`config.mk`:
```
export PLATFORM = sky130hd
export DESIGN_NAME = core_status_irq_regs
export DESIGN_NICKNAME = d
export VERILOG_FILES = /design/src/logic/core_sfr_pkg.sv /design/src/logic/pin_event_if.sv /design/src/logic/core_status_irq_regs.sv /design/src/logic/pin_event_sync.sv /design/src/logic/status_flag_calc.sv
export SDC_FILE = /design/constraint.sdc
export NUM_CORES = 1
export LEC_CHECK = 0
export ABC_AREA = 1
export BUFFER_PORTS_ARGS = -buffer_cell sky130_fd_sc_hd__buf_2
export CELL_PAD_IN_SITES_DETAIL_PLACEMENT = 0
export CELL_PAD_IN_SITES_GLOBAL_PLACEMENT = 1
export CORE_MARGIN = 3
export CORE_UTILIZATION = 35
export DETAILED_ROUTE_END_ITERATION = 12
export GPL_ROUTABILITY_DRIVEN = 0
export PLACE_DENSITY = 0.71
export SKIP_LAST_GASP = 1
export SLEW_MARGIN = 20
export SYNTH_ARGS = -nofsm -noshare
export SYNTH_HDL_FRONTEND = slang
export SYNTH_SLANG_ARGS = --single-unit
export TNS_END_PERCENT = 1
```
`constraint.sdc`:
```
create_clock -name clk_sys -period 2.08 [get_ports clk_sys]
set_input_delay 0.312 -clock clk_sys [delete_from_list [all_inputs] [get_ports clk_sys]]
set_output_delay 0.312 -clock clk_sys [all_outputs]
set_load 0.01 [all_outputs]
```
`src/logic/core_sfr_pkg.sv`:
```
// Constants and types for the core status, option and interrupt control registers.
// Assumes the datapath presents 9-bit data-memory addresses and 8-bit data.
package core_sfr_pkg;

    // Register decode: status mirrored in every bank, option in banks 1 and 3,
    // interrupt control in banks 2 and 3
    localparam logic [6:0] STATUS_LOW_OFFSET = 7'h03;
    localparam logic [7:0] OPTION_LOW_OFFSET = 8'h81;
    localparam logic [6:0] INTERRUPT_CONTROL_LOW_OFFSET = 7'h0b;
    localparam logic [8:0] STATUS_ADDR       = 9'h003;
    localparam logic [8:0] OPTION_ADDR       = 9'h081;
    localparam logic [8:0] INTERRUPT_CONTROL_ADDR       = 9'h10b;

    // Status fields
    localparam int ST_INDIRECT_BANK = 7;
    localparam int ST_DIRECT_HI     = 6;
    localparam int ST_DIRECT_LO     = 5;
    localparam int ST_TIMEOUT       = 4;
    localparam int ST_POWERDOWN     = 3;
    localparam int ST_NULL          = 2;
    localparam int ST_NIBBLE_CARRY  = 1;
    localparam int ST_WORD_CARRY    = 0;
    localparam logic [7:0] STATUS_RESET    = 8'h18;
    localparam logic [7:0] STATUS_SW_MASK  = 8'he7;

    // Option fields
    localparam int OPT_PULLUP_OFF_N = 7;
    localparam int OPT_EXT_RISING   = 6;
    localparam int OPT_T0_EXT_CLK   = 5;
    localparam int OPT_T0_FALL_EDGE = 4;
    localparam int OPT_PRESCALE_WDT = 3;
    localparam int OPT_RATE_HI      = 2;
    localparam logic [7:0] OPTION_RESET = 8'hff;

    // Interrupt control fields
    localparam int IC_GLOBAL_EN     = 7;
    localparam int IC_PERIPH_EN     = 6;
    localparam int IC_TIMER_EN      = 5;
    localparam int IC_EXT_EN        = 4;
    localparam int IC_PORT_EN       = 3;
    localparam int IC_TIMER_FLAG    = 2;
    localparam int IC_EXT_FLAG      = 1;
    localparam int IC_PORT_FLAG     = 0;
    localparam logic [7:0] INTERRUPT_CONTROL_RESET = 8'h00;

    // Synchronised pin vector layout
    localparam int PIN_COUNT   = 6;
    localparam int PIN_EXT     = 0;
    localparam int PIN_T0_CLK  = 1;
    localparam int PIN_PORT_LO = 2;
    localparam logic [2:0] SYNC_RESET = 3'h0;

    typedef enum logic [3:0] {
        FLAG_NONE = 4'h1,
        FLAG_ADD  = 4'h2,
        FLAG_SUB  = 4'h4,
        FLAG_NULL = 4'h8
    } flag_op_t;

    typedef struct packed {
        logic [7:0] status;
        logic [7:0] option;
        logic [7:0] interrupt_control;
        logic [7:0] rd_data;
        logic       irq;
        logic [7:0] timer;
        logic [7:0] prescale;
        logic       wdt_tick;
    } sfr_state_t;

    typedef struct packed {
        logic [PIN_COUNT-1:0] s1;
        logic [PIN_COUNT-1:0] s2;
        logic [PIN_COUNT-1:0] s3;
        logic [PIN_COUNT-1:0] level;
        logic [PIN_COUNT-1:0] rise;
        logic [PIN_COUNT-1:0] fall;
    } pin_sync_t;

endpackage

```
`src/logic/pin_event_if.sv`:
```
// Carrier for filtered pin levels and edge pulses from the pin synchroniser.
// Assumes a single clk_sys domain on both ends.
`timescale 1ns/1ps
interface pin_event_if;
    import core_sfr_pkg::*;
    logic [PIN_COUNT-1:0] level;
    logic [PIN_COUNT-1:0] rise;
    logic [PIN_COUNT-1:0] fall;
    modport src (output level, output rise, output fall);
    modport snk (input level, input rise, input fall);
endinterface

```
`src/logic/core_status_irq_regs.sv`:
```
// Core status, option and interrupt control registers with timer_zero,
// shared prescaler and interrupt request generation.
// Assumes the instruction datapath drives one access per cycle on clk_sys,
// and that reset-cause events arrive as one-cycle pulses.
//
// Functional notes
// - Status register accepts writes from any instruction, subject to masking.
// - If the instruction sets arithmetic flags, their written bits are discarded.
// - Timeout and powerdown bits ignore software writes entirely.
// - Clearing status zeroes bank bits and carry flags, sets null flag, keeps timeout and powerdown.
// - Bit set/clear, swap and move leave the arithmetic flags alone.
// - In subtraction both carry flags mean no borrow when set.
// - Status register appears at the same offset in all four banks.
// - Status bank bits select direct bank and indirect bank half.
// - Option register is read/write at two mirrored addresses.
// - Timer_zero counts 1:1 when the prescaler serves the watchdog.
// - Interrupt control register is read/write with enables and flags.
// - Interrupt control register is mirrored at two upper-bank addresses.
// - Flags set on their condition regardless of any enable.
`timescale 1ns/1ps
module core_status_irq_regs import core_sfr_pkg::*; (
    // Clock and reset
    input  wire logic       clk_sys,
    input  wire logic       rst_b,
    // Register access from the datapath
    input  wire logic [8:0] sfr_addr,
    input  wire logic       sfr_wr_en,
    input  wire logic [7:0] sfr_wr_data,
    input  wire logic       sfr_rd_en,
    output logic [7:0]      sfr_rd_data,
    // Arithmetic flag source
    input  wire flag_op_t   flag_op,
    input  wire logic [7:0] flag_opnd_a,
    input  wire logic [7:0] flag_opnd_b,
    // Reset-cause events
    input  wire logic       wdt_clear_exec,
    input  wire logic       sleep_exec,
    input  wire logic       wdt_timeout,
    // Timing sources
    input  wire logic       instr_tick,
    input  wire logic       wdt_osc_tick,
    // Pins
    input  wire logic       ext_interrupt_pin,
    input  wire logic       timer_zero_clk_pin,
    input  wire logic [3:0] port_b_upper,
    // Interrupts
    input  wire logic       periph_irq_pending,
    output logic            irq_req,
    // Status and control outputs
    output logic [1:0]      direct_bank_sel,
    output logic            indirect_bank_select,
    output logic            pullups_off_n,
    output logic [7:0]      timer_zero,
    output logic            wdt_prescaled_tick
);
    sfr_state_t q, d;

    logic       null_val;
    logic       nibble_val;
    logic       word_val;
    logic       upd_null;
    logic       upd_carries;

    pin_event_if ev ();

    status_flag_calc u_flags (
        .op          (flag_op),
        .opnd_a      (flag_opnd_a),
        .opnd_b      (flag_opnd_b),
        .null_val    (null_val),
        .nibble_val  (nibble_val),
        .word_val    (word_val),
        .upd_null    (upd_null),
        .upd_carries (upd_carries)
    );

    pin_event_sync u_pins (
        .clk_sys  (clk_sys),
        .rst_b    (rst_b),
        .pins_raw ({port_b_upper, timer_zero_clk_pin, ext_interrupt_pin}),
        .ev       (ev.src)
    );

    function automatic logic hit_status(input logic [8:0] a);
        return a[6:0] == STATUS_LOW_OFFSET;
    endfunction

    function automatic logic hit_option(input logic [8:0] a);
        return a[7:0] == OPTION_LOW_OFFSET;
    endfunction

    function automatic logic hit_interrupt_control(input logic [8:0] a);
        return a[8] && (a[6:0] == INTERRUPT_CONTROL_LOW_OFFSET);
    endfunction

    // Prescaler fires every 2^(rate+1) input ticks
    function automatic logic prescale_done(input logic [7:0] cnt, input logic [2:0] rate);
        logic [7:0] mask;
        mask = 8'((9'h002 << rate) - 9'h001);
        return (cnt & mask) == mask;
    endfunction

    logic       wr_status;
    logic       wr_option;
    logic       wr_interrupt_control;
    logic       t0_edge;
    logic       t0_src_tick;
    logic       pre_in;
    logic       pre_fire;
    logic       t0_inc;
    logic       ext_event;
    logic       port_event;
    logic       timer_event;
    logic [7:0] sw_st;

    always_comb begin
        d = q;

        wr_status = sfr_wr_en && hit_status(sfr_addr);
        wr_option = sfr_wr_en && hit_option(sfr_addr);
        wr_interrupt_control = sfr_wr_en && hit_interrupt_control(sfr_addr);

        // Status: software writes reach bank bits and, unless the
        // instruction owns them, the arithmetic flags
        sw_st = wr_status ? sfr_wr_data : q.status;
        d.status[ST_INDIRECT_BANK] = sw_st[ST_INDIRECT_BANK];
        d.status[ST_DIRECT_HI]     = sw_st[ST_DIRECT_HI];
        d.status[ST_DIRECT_LO]     = sw_st[ST_DIRECT_LO];
        // Bit ops, swap and move arrive as FLAG_NONE and so keep the written
        // value; a clear arrives as FLAG_NULL with zero data
        d.status[ST_NULL]         = upd_null    ? null_val   : sw_st[ST_NULL];
        d.status[ST_NIBBLE_CARRY] = upd_carries ? nibble_val : sw_st[ST_NIBBLE_CARRY];
        d.status[ST_WORD_CARRY]   = upd_carries ? word_val   : sw_st[ST_WORD_CARRY];

        // Reset-cause bits never take software data; a timeout beats the
        // instruction events so a pending timeout is never hidden
        if (wdt_clear_exec) begin
            d.status[ST_TIMEOUT]   = 1'b1;
            d.status[ST_POWERDOWN] = 1'b1;
        end else if (sleep_exec) begin
            d.status[ST_TIMEOUT]   = 1'b1;
            d.status[ST_POWERDOWN] = 1'b0;
        end
        if (wdt_timeout) begin
            d.status[ST_TIMEOUT] = 1'b0;
        end

        if (wr_option) begin
            d.option = sfr_wr_data;
        end

        // Timer_zero clock source and shared prescaler
        t0_edge     = q.option[OPT_T0_FALL_EDGE] ? ev.fall[PIN_T0_CLK] : ev.rise[PIN_T0_CLK];
        t0_src_tick = q.option[OPT_T0_EXT_CLK] ? t0_edge : instr_tick;
        pre_in      = q.option[OPT_PRESCALE_WDT] ? wdt_osc_tick : t0_src_tick;
        pre_fire    = pre_in && prescale_done(q.prescale, q.option[OPT_RATE_HI -: 3]);
        if (pre_in) begin
            d.prescale = pre_fire ? 8'h00 : q.prescale + 8'h01;
        end
        // Switching the assignment must not carry a partial count across
        if (wr_option && (sfr_wr_data[OPT_PRESCALE_WDT] != q.option[OPT_PRESCALE_WDT])) begin
            d.prescale = 8'h00;
        end
        t0_inc     = q.option[OPT_PRESCALE_WDT] ? t0_src_tick : pre_fire;
        d.wdt_tick = q.option[OPT_PRESCALE_WDT] && pre_fire;
        if (t0_inc) begin
            d.timer = q.timer + 8'h01;
        end

        // Interrupt events
        timer_event = t0_inc && (q.timer == 8'hff);
        ext_event   = q.option[OPT_EXT_RISING] ? ev.rise[PIN_EXT] : ev.fall[PIN_EXT];
        port_event  = |(ev.rise[PIN_COUNT-1:PIN_PORT_LO] | ev.fall[PIN_COUNT-1:PIN_PORT_LO]);

        if (wr_interrupt_control) begin
            d.interrupt_control = sfr_wr_data;
        end
        // Hardware set wins over a same-cycle software clear
        if (timer_event) begin
            d.interrupt_control[IC_TIMER_FLAG] = 1'b1;
        end
        if (ext_event) begin
            d.interrupt_control[IC_EXT_FLAG] = 1'b1;
        end
        if (port_event) begin
            d.interrupt_control[IC_PORT_FLAG] = 1'b1;
        end

        d.irq = q.interrupt_control[IC_GLOBAL_EN] && (
                (q.interrupt_control[IC_TIMER_EN] && q.interrupt_control[IC_TIMER_FLAG]) ||
                (q.interrupt_control[IC_EXT_EN]   && q.interrupt_control[IC_EXT_FLAG])   ||
                (q.interrupt_control[IC_PORT_EN]  && q.interrupt_control[IC_PORT_FLAG])  ||
                (q.interrupt_control[IC_PERIPH_EN] && periph_irq_pending));

        // Reads return the value held before any same-cycle write
        if (sfr_rd_en) begin
            if (hit_status(sfr_addr)) begin
                d.rd_data = q.status;
            end else if (hit_option(sfr_addr)) begin
                d.rd_data = q.option;
            end else if (hit_interrupt_control(sfr_addr)) begin
                d.rd_data = q.interrupt_control;
            end else begin
                d.rd_data = 8'h00;
            end
        end
    end

    always_ff @(posedge clk_sys) begin
        if (!rst_b) begin
            q.status   <= STATUS_RESET;
            q.option   <= OPTION_RESET;
            q.interrupt_control   <= INTERRUPT_CONTROL_RESET;
            q.rd_data  <= 8'h00;
            q.irq      <= 1'b0;
            q.timer    <= 8'h00;
            q.prescale <= 8'h00;
            q.wdt_tick <= 1'b0;
        end else begin
            q <= d;
        end
    end

    assign sfr_rd_data          = q.rd_data;
    assign irq_req              = q.irq;
    assign direct_bank_sel      = q.status[ST_DIRECT_HI:ST_DIRECT_LO];
    assign indirect_bank_select = q.status[ST_INDIRECT_BANK];
    assign pullups_off_n        = q.option[OPT_PULLUP_OFF_N];
    assign timer_zero           = q.timer;
    assign wdt_prescaled_tick   = q.wdt_tick;
endmodule

```
`src/logic/pin_event_sync.sv`:
```
// Three-stage synchroniser and edge detector for asynchronous pins.
// Assumes raw pins may change at any time relative to clk_sys.
`timescale 1ns/1ps
module pin_event_sync import core_sfr_pkg::*; (
    // Clock and reset
    input  wire logic                 clk_sys,
    input  wire logic                 rst_b,
    // Raw pins
    input  wire logic [PIN_COUNT-1:0] pins_raw,
    // Filtered events
    pin_event_if.src                  ev
);
    pin_sync_t q, d;

    // A level counts only once the second and third stages agree
    always_comb begin
        d       = q;
        d.s1    = pins_raw;
        d.s2    = q.s1;
        d.s3    = q.s2;
        d.level = (q.s2 & q.s3) | (q.level & (q.s2 | q.s3));
        d.rise  = d.level & ~q.level;
        d.fall  = ~d.level & q.level;
    end

    always_ff @(posedge clk_sys) begin
        if (!rst_b) begin
            q <= '0;
        end else begin
            q <= d;
        end
    end

    assign ev.level = q.level;
    assign ev.rise  = q.rise;
    assign ev.fall  = q.fall;
endmodule

```
`src/logic/status_flag_calc.sv`:
```
// Arithmetic flag generator for the status register.
// Assumes the datapath gives both operands; combinational, no state.
`timescale 1ns/1ps
module status_flag_calc import core_sfr_pkg::*; (
    // Operation and operands
    input  wire flag_op_t   op,
    input  wire logic [7:0] opnd_a,
    input  wire logic [7:0] opnd_b,
    // Flag results and which of them the operation owns
    output logic            null_val,
    output logic            nibble_val,
    output logic            word_val,
    output logic            upd_null,
    output logic            upd_carries
);
    logic       sub;
    logic [7:0] b_eff;
    logic [4:0] low_sum;
    logic [8:0] full_sum;

    // Subtraction adds the complement plus one, so a carry out means no borrow
    always_comb begin
        sub         = (op == FLAG_SUB);
        b_eff       = sub ? ~opnd_b : opnd_b;
        low_sum     = {1'b0, opnd_a[3:0]} + {1'b0, b_eff[3:0]} + {4'h0, sub};
        full_sum    = {1'b0, opnd_a} + {1'b0, b_eff} + {8'h00, sub};
        nibble_val  = low_sum[4];
        word_val    = full_sum[8];
        null_val    = (op == FLAG_NULL) ? (opnd_a == 8'h00) : (full_sum[7:0] == 8'h00);
        upd_null    = (op != FLAG_NONE);
        upd_carries = (op == FLAG_ADD) || (op == FLAG_SUB);
    end
endmodule

```
==> metrics.csv, run 1 <==
stage,metric,value,unit
status,status,"complete, no violations",
global_route,grt total ovfl,0,
final_layout,share of layout cells above drive strength 1,21.5,%
global_route,first-pass GRT wire length,15800,um
floorplan,Row Count,38,
clock_network,CTS Root Cell,clkbuf_16,
setup_path,CP startpoint kind,input port,
power,static leakage,2.43,nW
route,Vias/cell,4.64,
clock_network,Sink Count,86,
final_layout,post-route insts no fill,778,
yosys,area share of and/or/nand/nor cells after synthesis,24.0,%
route,Post-DRT Antenna Nets,0,
yosys,Synthesized Nets,615,
global_route,All-Layer GR Usage,15.0,%
yosys,top_reg_cell synth,dfxtp_1,
worst_hold_path,hold path depth,3,
yosys,Synth area leader,dfxtp_1,
clock_network,TritonCTS Buffers,9,
timing,RSZ-0062 raised after global routing,true,
setup_path,Setup crit end kind,register,
timing,max frequency,517,MHz
floorplan,top-level port count,75,
global_route,vias in the first global route,3470,
worst_hold_path,hold crit path type,in2reg,
yosys,Mapped Area,4080,um^2
placement,Buffers on Ports,74,
route,drt initial violations,171,
placement,HPWL Detailed,7240,um
final_layout,ant diodes,0,
clock_network,insertion delay to the later sink of the worst-skew pair,340,ps
floorplan,Initial Util,36.7,%
setup_path,CP Class,in2reg,
setup_path,WP data required,2350,ps
yosys,Adder-Cell Fraction of Synth Area,3.74,%
clock_network,deepest clock path buffer count,2,
yosys,total number of yosys warnings,0,
placement,Placed Area,4640,um^2
worst_hold_path,Hold Crit Start,ext_interrupt_pin,
yosys,ranking of synthesized cells by area,"dfxtp_1 42%, nand2_1 11%, inv_1 8.6%",
setup_path,Crit Path Max Fanout,7,
yosys,register area share after synthesis,42.2,%
setup_path,Worst R2R Path Depth,11,
yosys,Commonest cells post-synth,"118 x nand2_1, 93 x inv_1, 86 x dfxtp_1",
placement,placed cell count,761,
global_route,initial antenna violation count,0,
route,Vias,3607,
yosys,most common cell in the netlist,nand2_1,
route,Avg WL per Cell,11.8,um
floorplan,die extent in y,114,um
clock_network,"Reg clk slew, reported paths",70,ps
floorplan,core area,11100,um^2
route,DRT Wirelength,9190,um
clock_network,TritonCTS clock tree,done,
yosys,"Async S/R FF share, synth",0,%
timing,setup tns final,0,ps
floorplan,die span in x,114,um
yosys,number of synthesized flops with an enable pin,0,
final_layout,Area Overhead vs Synth,21.8,%
timing,Tightest Pin Transition,413,ps
power,peak supply drop,370,uV
global_route,largest net degree at the start of global routing,32,
yosys,Mapped Cells,552,
setup_path,worst r2r src,q[3],
yosys,XOR/XNOR share of the synthesized area,2.15,%
setup_path,flop-to-flop setup slack,380,ps
final_layout,fill cell count,1148,
yosys,Yosys reg bits,86,
timing,Hold Slack,148,ps
power,Cell Pwr Density,755,nW/um^2
yosys,Yosys top cell area share,42.2,%
final_layout,fin nets,696,
route,# DRC,0,
final_layout,fin area,4970,um^2
worst_hold_path,"Endpoint, Worst Hold",u_pins.d[24],
timing,Final Max Tran Viols,0,
clock_network,CTS Hold Bufs,0,
yosys,Compound-Gate Fraction of Synth Area,14.0,%
yosys,post-synthesis mux area share,0.276,%
timing,clock skew,5.40,ps
final_layout,Finished Core Util,44.6,%
timing,Tcrit/Tclk final,92.9,%
route,Pre-antenna DRT Iters,4,
yosys,syn_area_per_cell,7.39,um^2
timing,Final Hold Fails,0,
floorplan,die area,13000,um^2
timing,Tmin final,1930,ps
clock_network,htree depth,3,
yosys,main combinational cell family by area after synthesis,simple AND/OR/NAND/NOR gates,
setup_path,reg2reg end,timer_zero[3],
timing,"Setup violations, final",0,
run,total of max-cap violations,0,
yosys,"Distinct cells, synth",43,
timing,slew margin rel.,72.2,%
setup_path,"Arr. time, crit path",2210,ps
[registers in the layout, indices dropped and copies added (netlist names)]
| signal | flops |
|---|---|
| u_pins.q | 6 |
| u_pins.ev.fall | 6 |
| pullups_off_n | 1 |
| wdt_prescaled_tick | 1 |
| u_pins.ev.level | 6 |
| sfr_rd_data | 8 |
| u_pins.d | 12 |
| q | 28 |
| direct_bank_sel | 2 |
| timer_zero | 8 |
| irq_req | 1 |
| u_pins.ev.rise | 6 |
| indirect_bank_select | 1 |
[report_power, final]
group / total [W] / switching (W) / internal [W]
clock: 0.00167 / 0.000711 / 0.000962
combinational: 0.000382 / 0.000211 / 0.000171
sequential: 0.00169 / 0.0000175 / 0.00168
[area by class of cell]
class,count,area [um^2],area share (%)
tap,140,175,3.53
multi-input combinational,342,1840,37.1
inverter,96,363,7.30
timing repair buffer,98,551,11.1
clock buffer,9,225,4.53
clock inverter,7,87.6,1.76
sequential,86,1720,34.7
[worst max-delay path by stage]
stage,from,endpoint,slack [ps]
2_1_floorplan,flag_op[1],q[44],10
3_3_place_gp,flag_op[1],q[44],-180
3_5_place_dp,flag_op[2],q[44],-200
4_1_cts,flag_op[1],q[44],150
5_1_grt,flag_op[2],q[44],-3
6_report,flag_op[1],q[44],150
[through the flow]
stage | setup WS (ps) | power, W
floorplan | 14.9 | 0.00196
global placement | -176 | 0.00211
detailed placement | -200 | 0.00211
CTS | 153 | 0.00380
global route | -3.38 | 0.00393
finish | 147 | 0.00375
[cell usage in the layout (no fill, tap or decap), types with 5 or more instances in the layout]
cell         n
nand3_1     22
o21ai_0     35
nor4_1       8
xnor2_1      6
a21oi_1     43
inv_1       92
o211ai_1     9
nor3_1      14
nand2_1    118
ha_1         9
dfxtp_1     86
nor2_1      26
clkbuf_16    9
nand4_1      5
buf_4       24
buf_2       74
[per-layer routing]
layer	GRT usage (%)	vias to the layer above	wire length (um)
met5	0	-	0
met1	19.3	1611	4410
li1	-	1934	-
met2	24.7	55	4300
met4	4.75	0	122
met3	3.61	7	356
[critical path, stage by stage]
cell,delay (ps)
buf_2,120
nor2_4,140
nand2_4,120
xnor2_2,180
inv_1,70
fa_2,510
a21boi_2,140
nand2_1,50
nor2_1,80
nand3_1,70
nor2_1,100
nand3_1,70
nand2_1,70
nand2_1,50
a21oi_1,130
[cell families after synthesis]
| group | after synthesis |
|---|---|
| compound gates | 104 |
| xor+xnor | 10 |
| flops | 86 |
| buf+inv | 124 |
| mux | 1 |
| simple gates | 215 |
| fa+ha+maj | 12 |
[timing repair]
item | in CTS | in global routing
endpoints found under the setup margin | 0 | 2
hold endpoints to repair | 0 | 0
gates resized for setup | 0 | 2
setup buffers | 0 | 1
No activity file was read; power rests on OpenSTA's default activity.
==> run 2, diff against run 1 <==
--- a/config.mk
+++ b/config.mk
@@ -13,7 +13,7 @@
 export CORE_UTILIZATION = 35
 export DETAILED_ROUTE_END_ITERATION = 12
 export GPL_ROUTABILITY_DRIVEN = 0
-export PLACE_DENSITY = 0.71
+export PLACE_DENSITY = 0.68
 export SKIP_LAST_GASP = 1
 export SLEW_MARGIN = 20
 export SYNTH_ARGS = -nofsm -noshare
==> constraint.sdc (replaced) <==
create_clock -name clk_sys -period 1.9 [get_ports clk_sys]
set_input_delay 0.19 -clock clk_sys [delete_from_list [all_inputs] [get_ports clk_sys]]
set_output_delay 0.19 -clock clk_sys [all_outputs]
set_load 0.01 [all_outputs]
==> run 2 against run 1 <==
Critical path depth stayed put; largest power group unchanged; final area hardly changed; wire length is 1.5% higher; highest routed layer unchanged.
==> metrics.csv, run 2 (synthesis results as in run 1) <==
stage,metric,value,unit
clock_network,TritonCTS clock tree,done,
final_layout,most flop-heavy register,q,
power,peak supply drop,468,uV
placement,HPWL Detailed,7380,um
final_layout,"commonest cells after routing, fill and taps aside","117 x nand2_1, 91 x inv_1, 86 x dfxtp_1",
clock_network,insertion delay to the later sink of the worst-skew pair,330,ps
power,Cell Pwr Density,785,nW/um^2
floorplan,Row Count,38,
timing,Tcrit/Tclk final,96.3,%
global_route,met3 usage,3.45,%
final_layout,Finished Core Util,44.6,%
timing,Final Hold Fails,0,
timing,Tightest Pin Transition,460,ps
final_layout,fin area,4960,um^2
floorplan,die extent in y,114,um
timing,clock skew,9.55,ps
route,# DRC,0,
final_layout,ant diodes,0,
setup_path,CP startpoint kind,input port,
global_route,grt total ovfl,0,
clock_network,Sink Count,86,
run,total of max-cap violations,0,
final_layout,fin nets,696,
worst_hold_path,hold crit path type,in2reg,
global_route,grt met2 use,22.7,%
placement,Buffers on Ports,74,
global_route,initial antenna violation count,0,
setup_path,Setup crit end kind,register,
setup_path,"Arr. time, crit path",2090,ps
route,Post-DRT Antenna Nets,0,
route,drt initial violations,129,
clock_network,deepest clock path buffer count,2,
final_layout,fill cell count,1167,
timing,"Setup violations, final",0,
clock_network,CTS Root Cell,clkbuf_16,
status,status,"complete, no violations",
global_route,GR peak layer,met2,
route,Avg WL per Cell,12.0,um
global_route,first-pass GRT wire length,15400,um
clock_network,TritonCTS Buffers,9,
floorplan,die area,13000,um^2
global_route,vias in the first global route,3324,
setup_path,Crit Path Max Fanout,7,
route,Pre-antenna DRT Iters,4,
setup_path,CP Class,in2reg,
timing,RSZ-0062 raised after global routing,true,
placement,Placed Area,4650,um^2
timing,slew margin rel.,69.0,%
timing,Final Max Tran Viols,0,
setup_path,WP data required,2160,ps
power,static leakage,2.41,nW
floorplan,top-level port count,75,
floorplan,core area,11100,um^2
clock_network,CTS Hold Bufs,0,
timing,max frequency,546,MHz
final_layout,Area Overhead vs Synth,21.7,%
global_route,largest net degree at the start of global routing,33,
route,Vias/cell,4.65,
global_route,All-Layer GR Usage,14.6,%
final_layout,"commonest non-fill, non-tap cell in the layout",nand2_1,
floorplan,Initial Util,36.7,%
timing,setup tns final,0,ps
final_layout,max FFs per register,28,
clock_network,htree depth,3,
route,Vias,3612,
route,DRT Wirelength,9330,um
clock_network,"Reg clk slew, reported paths",60,ps
power,total power,0.00390,W
timing,Tmin final,1830,ps
final_layout,share of layout cells above drive strength 1,22.6,%
floorplan,die span in x,114,um
global_route,GR Layer Usage met1,20.3,%
run 2: cell types whose count changed in the layout (fill, tap and decap cells not counted), sizes merged:
| cell | delta |
|---|---|
| inv | -2 |
| clkinv | +2 |
| bufinv | -1 |
run 2: worst paths after layout:
path	start	end	slack, ps	cells after the start
worst max-delay path	flag_op[0]	q[44]	70	15
worst min-delay path	port_b_upper[2]	u_pins.d[28]	30	3
worst max register to register	q[38]	q[7]	170	8
worst min register to register	u_pins.d[26]	u_pins.d[20]	410	2
run 2: worst max-delay path: stages:
cell	delay, ps
buf_2	120
nor2_4	140
nand2_4	120
xnor2_2	170
inv_1	70
fa_2	510
a21boi_2	130
nand2_1	60
nor2_1	80
nand3_1	80
nor2_1	100
nand3_1	60
nand2_1	70
nand2_1	50
a21oi_1	120
run 2: cell type report:
| type | instances | area (um^2) | share of cell area (%) |
|---|---|---|---|
| clock buffers | 9 | 225 | 4.54 |
| clock inverters | 6 | 45.0 | 0.907 |
| inverters | 96 | 363 | 7.31 |
| multi-input cells | 342 | 1880 | 37.9 |
| flip-flops and latches | 86 | 1720 | 34.7 |
| well taps | 140 | 175 | 3.53 |
| repair buffers | 98 | 551 | 11.1 |
run 2: timing repair:
action / in CTS / in global routing
endpoints found under the hold margin: 0 / 0
setup buffers: 0 / 0
gates resized for setup: 0 / 10
setup endpoints to repair: 0 / 4
run 2: routing by layer:
layer	wire length [um]	share of wire, %
met1	4590	49
met5	0	0
met3	434	4.7
met2	4190	45
met4	112	1.2
run 2: metrics by stage:
stage                     instances  worst slack, ps  hold slack (ps)
after floorplan                 552            -43.1              288
after global placement          762             -244              371
after detailed placement        762             -316              375
after CTS                       777             29.0             22.0
after global routing            777            -63.1             30.4
final                           777             69.5             33.0
run 2: where the power goes:
group	internal, W	leakage (nW)	switching, W	total (W)
clock network	0.000889	0.136	0.000723	0.00161
registers	0.00184	0.698	0.0000199	0.00186
logic	0.000191	1.58	0.000237	0.000428
total	0.00292	2.41	0.000980	0.00390
==> run 3, diff against run 2 <==
--- a/config.mk
+++ b/config.mk
@@ -14,6 +14,7 @@
 export DETAILED_ROUTE_END_ITERATION = 12
 export GPL_ROUTABILITY_DRIVEN = 0
 export PLACE_DENSITY = 0.68
+export SETUP_SLACK_MARGIN = 0.5
 export SKIP_LAST_GASP = 1
 export SLEW_MARGIN = 20
 export SYNTH_ARGS = -nofsm -noshare
==> constraint.sdc (replaced) <==
create_clock -name clk_sys -period 2.1 [get_ports clk_sys]
set_input_delay 0.21 -clock clk_sys [delete_from_list [all_inputs] [get_ports clk_sys]]
set_output_delay 0.21 -clock clk_sys [all_outputs]
set_load 0.01 [all_outputs]
==> run 3 against run 2 <==
Clock-buffer cell count grew 1; via count shrank 0.14%; non-clock buffer count is the same; combinational power shrank 13%; first-iteration DRC count grew 4.7%; global-route usage is essentially flat.
==> metrics.csv, run 3 (synthesis results as in run 1) <==
stage,metric,value,unit
status,status,"complete, no violations",
power,Internal,0.00279,W
clock_network,insertion delay to the later sink of the worst-skew pair,340,ps
final_layout,share of layout cells above drive strength 1,21.8,%
worst_hold_path,hold crit path type,in2reg,
timing,max frequency,553,MHz
setup_path,CP startpoint kind,input port,
setup_path,CP Class,in2reg,
setup_path,"Arr. time, crit path",2090,ps
placement,Buffers on Ports,74,
timing,Tmin final,1810,ps
timing,Final Hold Fails,0,
final_layout,post-route insts no fill,778,
clock_network,TritonCTS Buffers,9,
floorplan,top-level port count,75,
clock_network,Sink Count,86,
floorplan,die extent in y,114,um
setup_path,WP data required,2380,ps
placement,HPWL Detailed,7350,um
clock_network,CTS Root Cell,clkbuf_16,
setup_path,critical path's top delay family,simple AND/OR/NAND/NOR gates,
final_layout,"commonest non-fill, non-tap cell in the layout",nand2_1,
timing,Tcrit/Tclk final,86.2,%
power,Clock power frac,44.2,%
floorplan,Row Count,38,
timing,final worst slack,291,ps
worst_hold_path,hold path depth,3,
setup_path,buffers and inverters on the worst path,3,
final_layout,most flop-heavy register,q,
final_layout,ant diodes,0,
timing,Tightest Pin Transition,434,ps
setup_path,Slowest cell on crit path,or2_2,
final_layout,Area Overhead vs Synth,22.2,%
route,Post-DRT Antenna Nets,0,
timing,slew margin rel.,70.8,%
floorplan,Initial Util,36.7,%
timing,Final Max Tran Viols,0,
power,Seq pwr share,45.7,%
power,Net Sw Frac,24.1,%
global_route,largest net degree at the start of global routing,33,
timing,"Setup violations, final",0,
route,drt initial violations,135,
setup_path,crit path cell chain,buf_4 -> nor2_4 -> nand2_4 -> buf_6 -> xnor2_1 -> ha_1 -> nand2_1 -> or2_2 -> nand3_1 -> nand2_1 -> a21oi_1 -> o22ai_1 -> nand2_1 -> nand3_1 -> inv_1,
setup_path,reg2reg end,q[7],
worst_hold_path,Hold Crit Start,port_b_upper[1],
worst_hold_path,"Endpoint, Worst Hold",u_pins.d[27],
clock_network,deepest clock path buffer count,2,
floorplan,die area,13000,um^2
setup_path,worst r2r src,q[38],
timing,clock skew,7.17,ps
final_layout,fin nets,696,
power,NetSw,0.000887,W
global_route,vias in the first global route,3345,
setup_path,flop-to-flop setup slack,360,ps
setup_path,Crit Path Max Fanout,6,
route,Vias/cell,4.64,
placement,dpl ws,-122,ps
timing,RSZ-0062 raised after global routing,true,
power,static leakage,2.43,nW
floorplan,die span in x,114,um
global_route,All-Layer GR Usage,14.6,%
route,Vias,3607,
floorplan,core area,11100,um^2
run,total of max-cap violations,0,
setup_path,Setup crit end kind,register,
clock_network,TritonCTS clock tree,done,
final_layout,"commonest cells after routing, fill and taps aside","118 x nand2_1, 92 x inv_1, 86 x dfxtp_1",
setup_path,cell mode on critical path,nand2_1,
power,peak supply drop,354,uV
final_layout,max FFs per register,28,
route,DRT Wirelength,9350,um
power,Cell Pwr Density,738,nW/um^2
clock_network,CTS Hold Bufs,0,
clock_network,htree depth,3,
clock_network,"Reg clk slew, reported paths",60,ps
route,Avg WL per Cell,12.0,um
route,# DRC,0,
route,Pre-antenna DRT Iters,4,
global_route,initial antenna violation count,0,
power,combinational share of power,10.2,%
setup_path,"slowest stage delay, CP",310,ps
global_route,grt total ovfl,0,
placement,placed cell count,760,
final_layout,fill cell count,1161,
setup_path,Worst R2R Path Depth,8,
global_route,first-pass GRT wire length,15500,um
[run 3: cell count changes in the layout (fill, tap and decap cells not counted), sizes merged]
| cell | change |
|---|---|
| clkinv | -1 |
| inv | -1 |
| bufinv | +1 |
| clkbuf | +1 |
| clkinvlp | +1 |
[run 3: metrics by stage]
stage | TNS [ps] | instance area (um^2) | power (W) | hold slack, ps | util [%]
2_1_floorplan | 0 | 4110 | 0.00194 | 308 | -
3_3_place_gp | -62.9 | 4630 | 0.00208 | 391 | 41.6
3_5_place_dp | -122 | 4630 | 0.00209 | 396 | 41.6
4_1_cts | 0 | 4970 | 0.00373 | 37.4 | 44.7
5_1_grt | 0 | 4980 | 0.00386 | 42.2 | 44.8
6_report | 0 | 4980 | 0.00368 | 48.2 | 44.8
[run 3: what timing repair did]
| item | 4_1_cts | 5_1_grt |
|---|---|---|
| setup endpoints to repair | 12 | 19 |
| resized for setup | 5 | 2 |
| setup buffers | 2 | 0 |
| cloned | 0 | 0 |
| pin swaps | 11 | 0 |
[run 3: metal layers]
layer	wire, um	part of all wire [%]	track usage, %
met5	0	0	0
met3	288	3.1	3.29
met4	74	0.79	4.28
met1	4710	50	19.9
met2	4270	46	23.3
[run 3: worst min-delay path, cell delays in order]
cell and delay, ps:
buf_2 70, nand2_1 40, inv_1 40
[run 3: power groups by stage]
stage	logic [W]	clock network, W	registers, W
2_1_floorplan	0.000230	0	0.00171
3_3_place_gp	0.000368	0	0.00171
3_5_place_dp	0.000370	0	0.00172
4_1_cts	0.000378	0.00168	0.00168
5_1_grt	0.000426	0.00175	0.00168
6_report	0.000374	0.00162	0.00168
[run 3: how the worst max path moves through the flow]
stage / endpoint / slack (ps) / from / cells past startpoint
6_report: q[42] / 290 / flag_op[0] / 15
5_1_grt: q[44] / 110 / flag_op[0] / 15
4_1_cts: q[44] / 280 / flag_op[0] / 15
3_5_place_dp: q[44] / -120 / flag_op[1] / 15
3_3_place_gp: q[44] / -60 / flag_op[1] / 15
2_1_floorplan: q[44] / 140 / flag_op[1] / 14
[run 3: area by class of cell]
cell class / count / area, um^2 / share of cell area (%)
clock inverters: 6 / 68.8 / 1.38
well taps: 140 / 175 / 3.52
clock buffers: 10 / 239 / 4.80
flip-flops and latches: 86 / 1720 / 34.6
inverters: 96 / 363 / 7.28
multi-input cells: 342 / 1850 / 37.2
repair buffers: 98 / 561 / 11.3
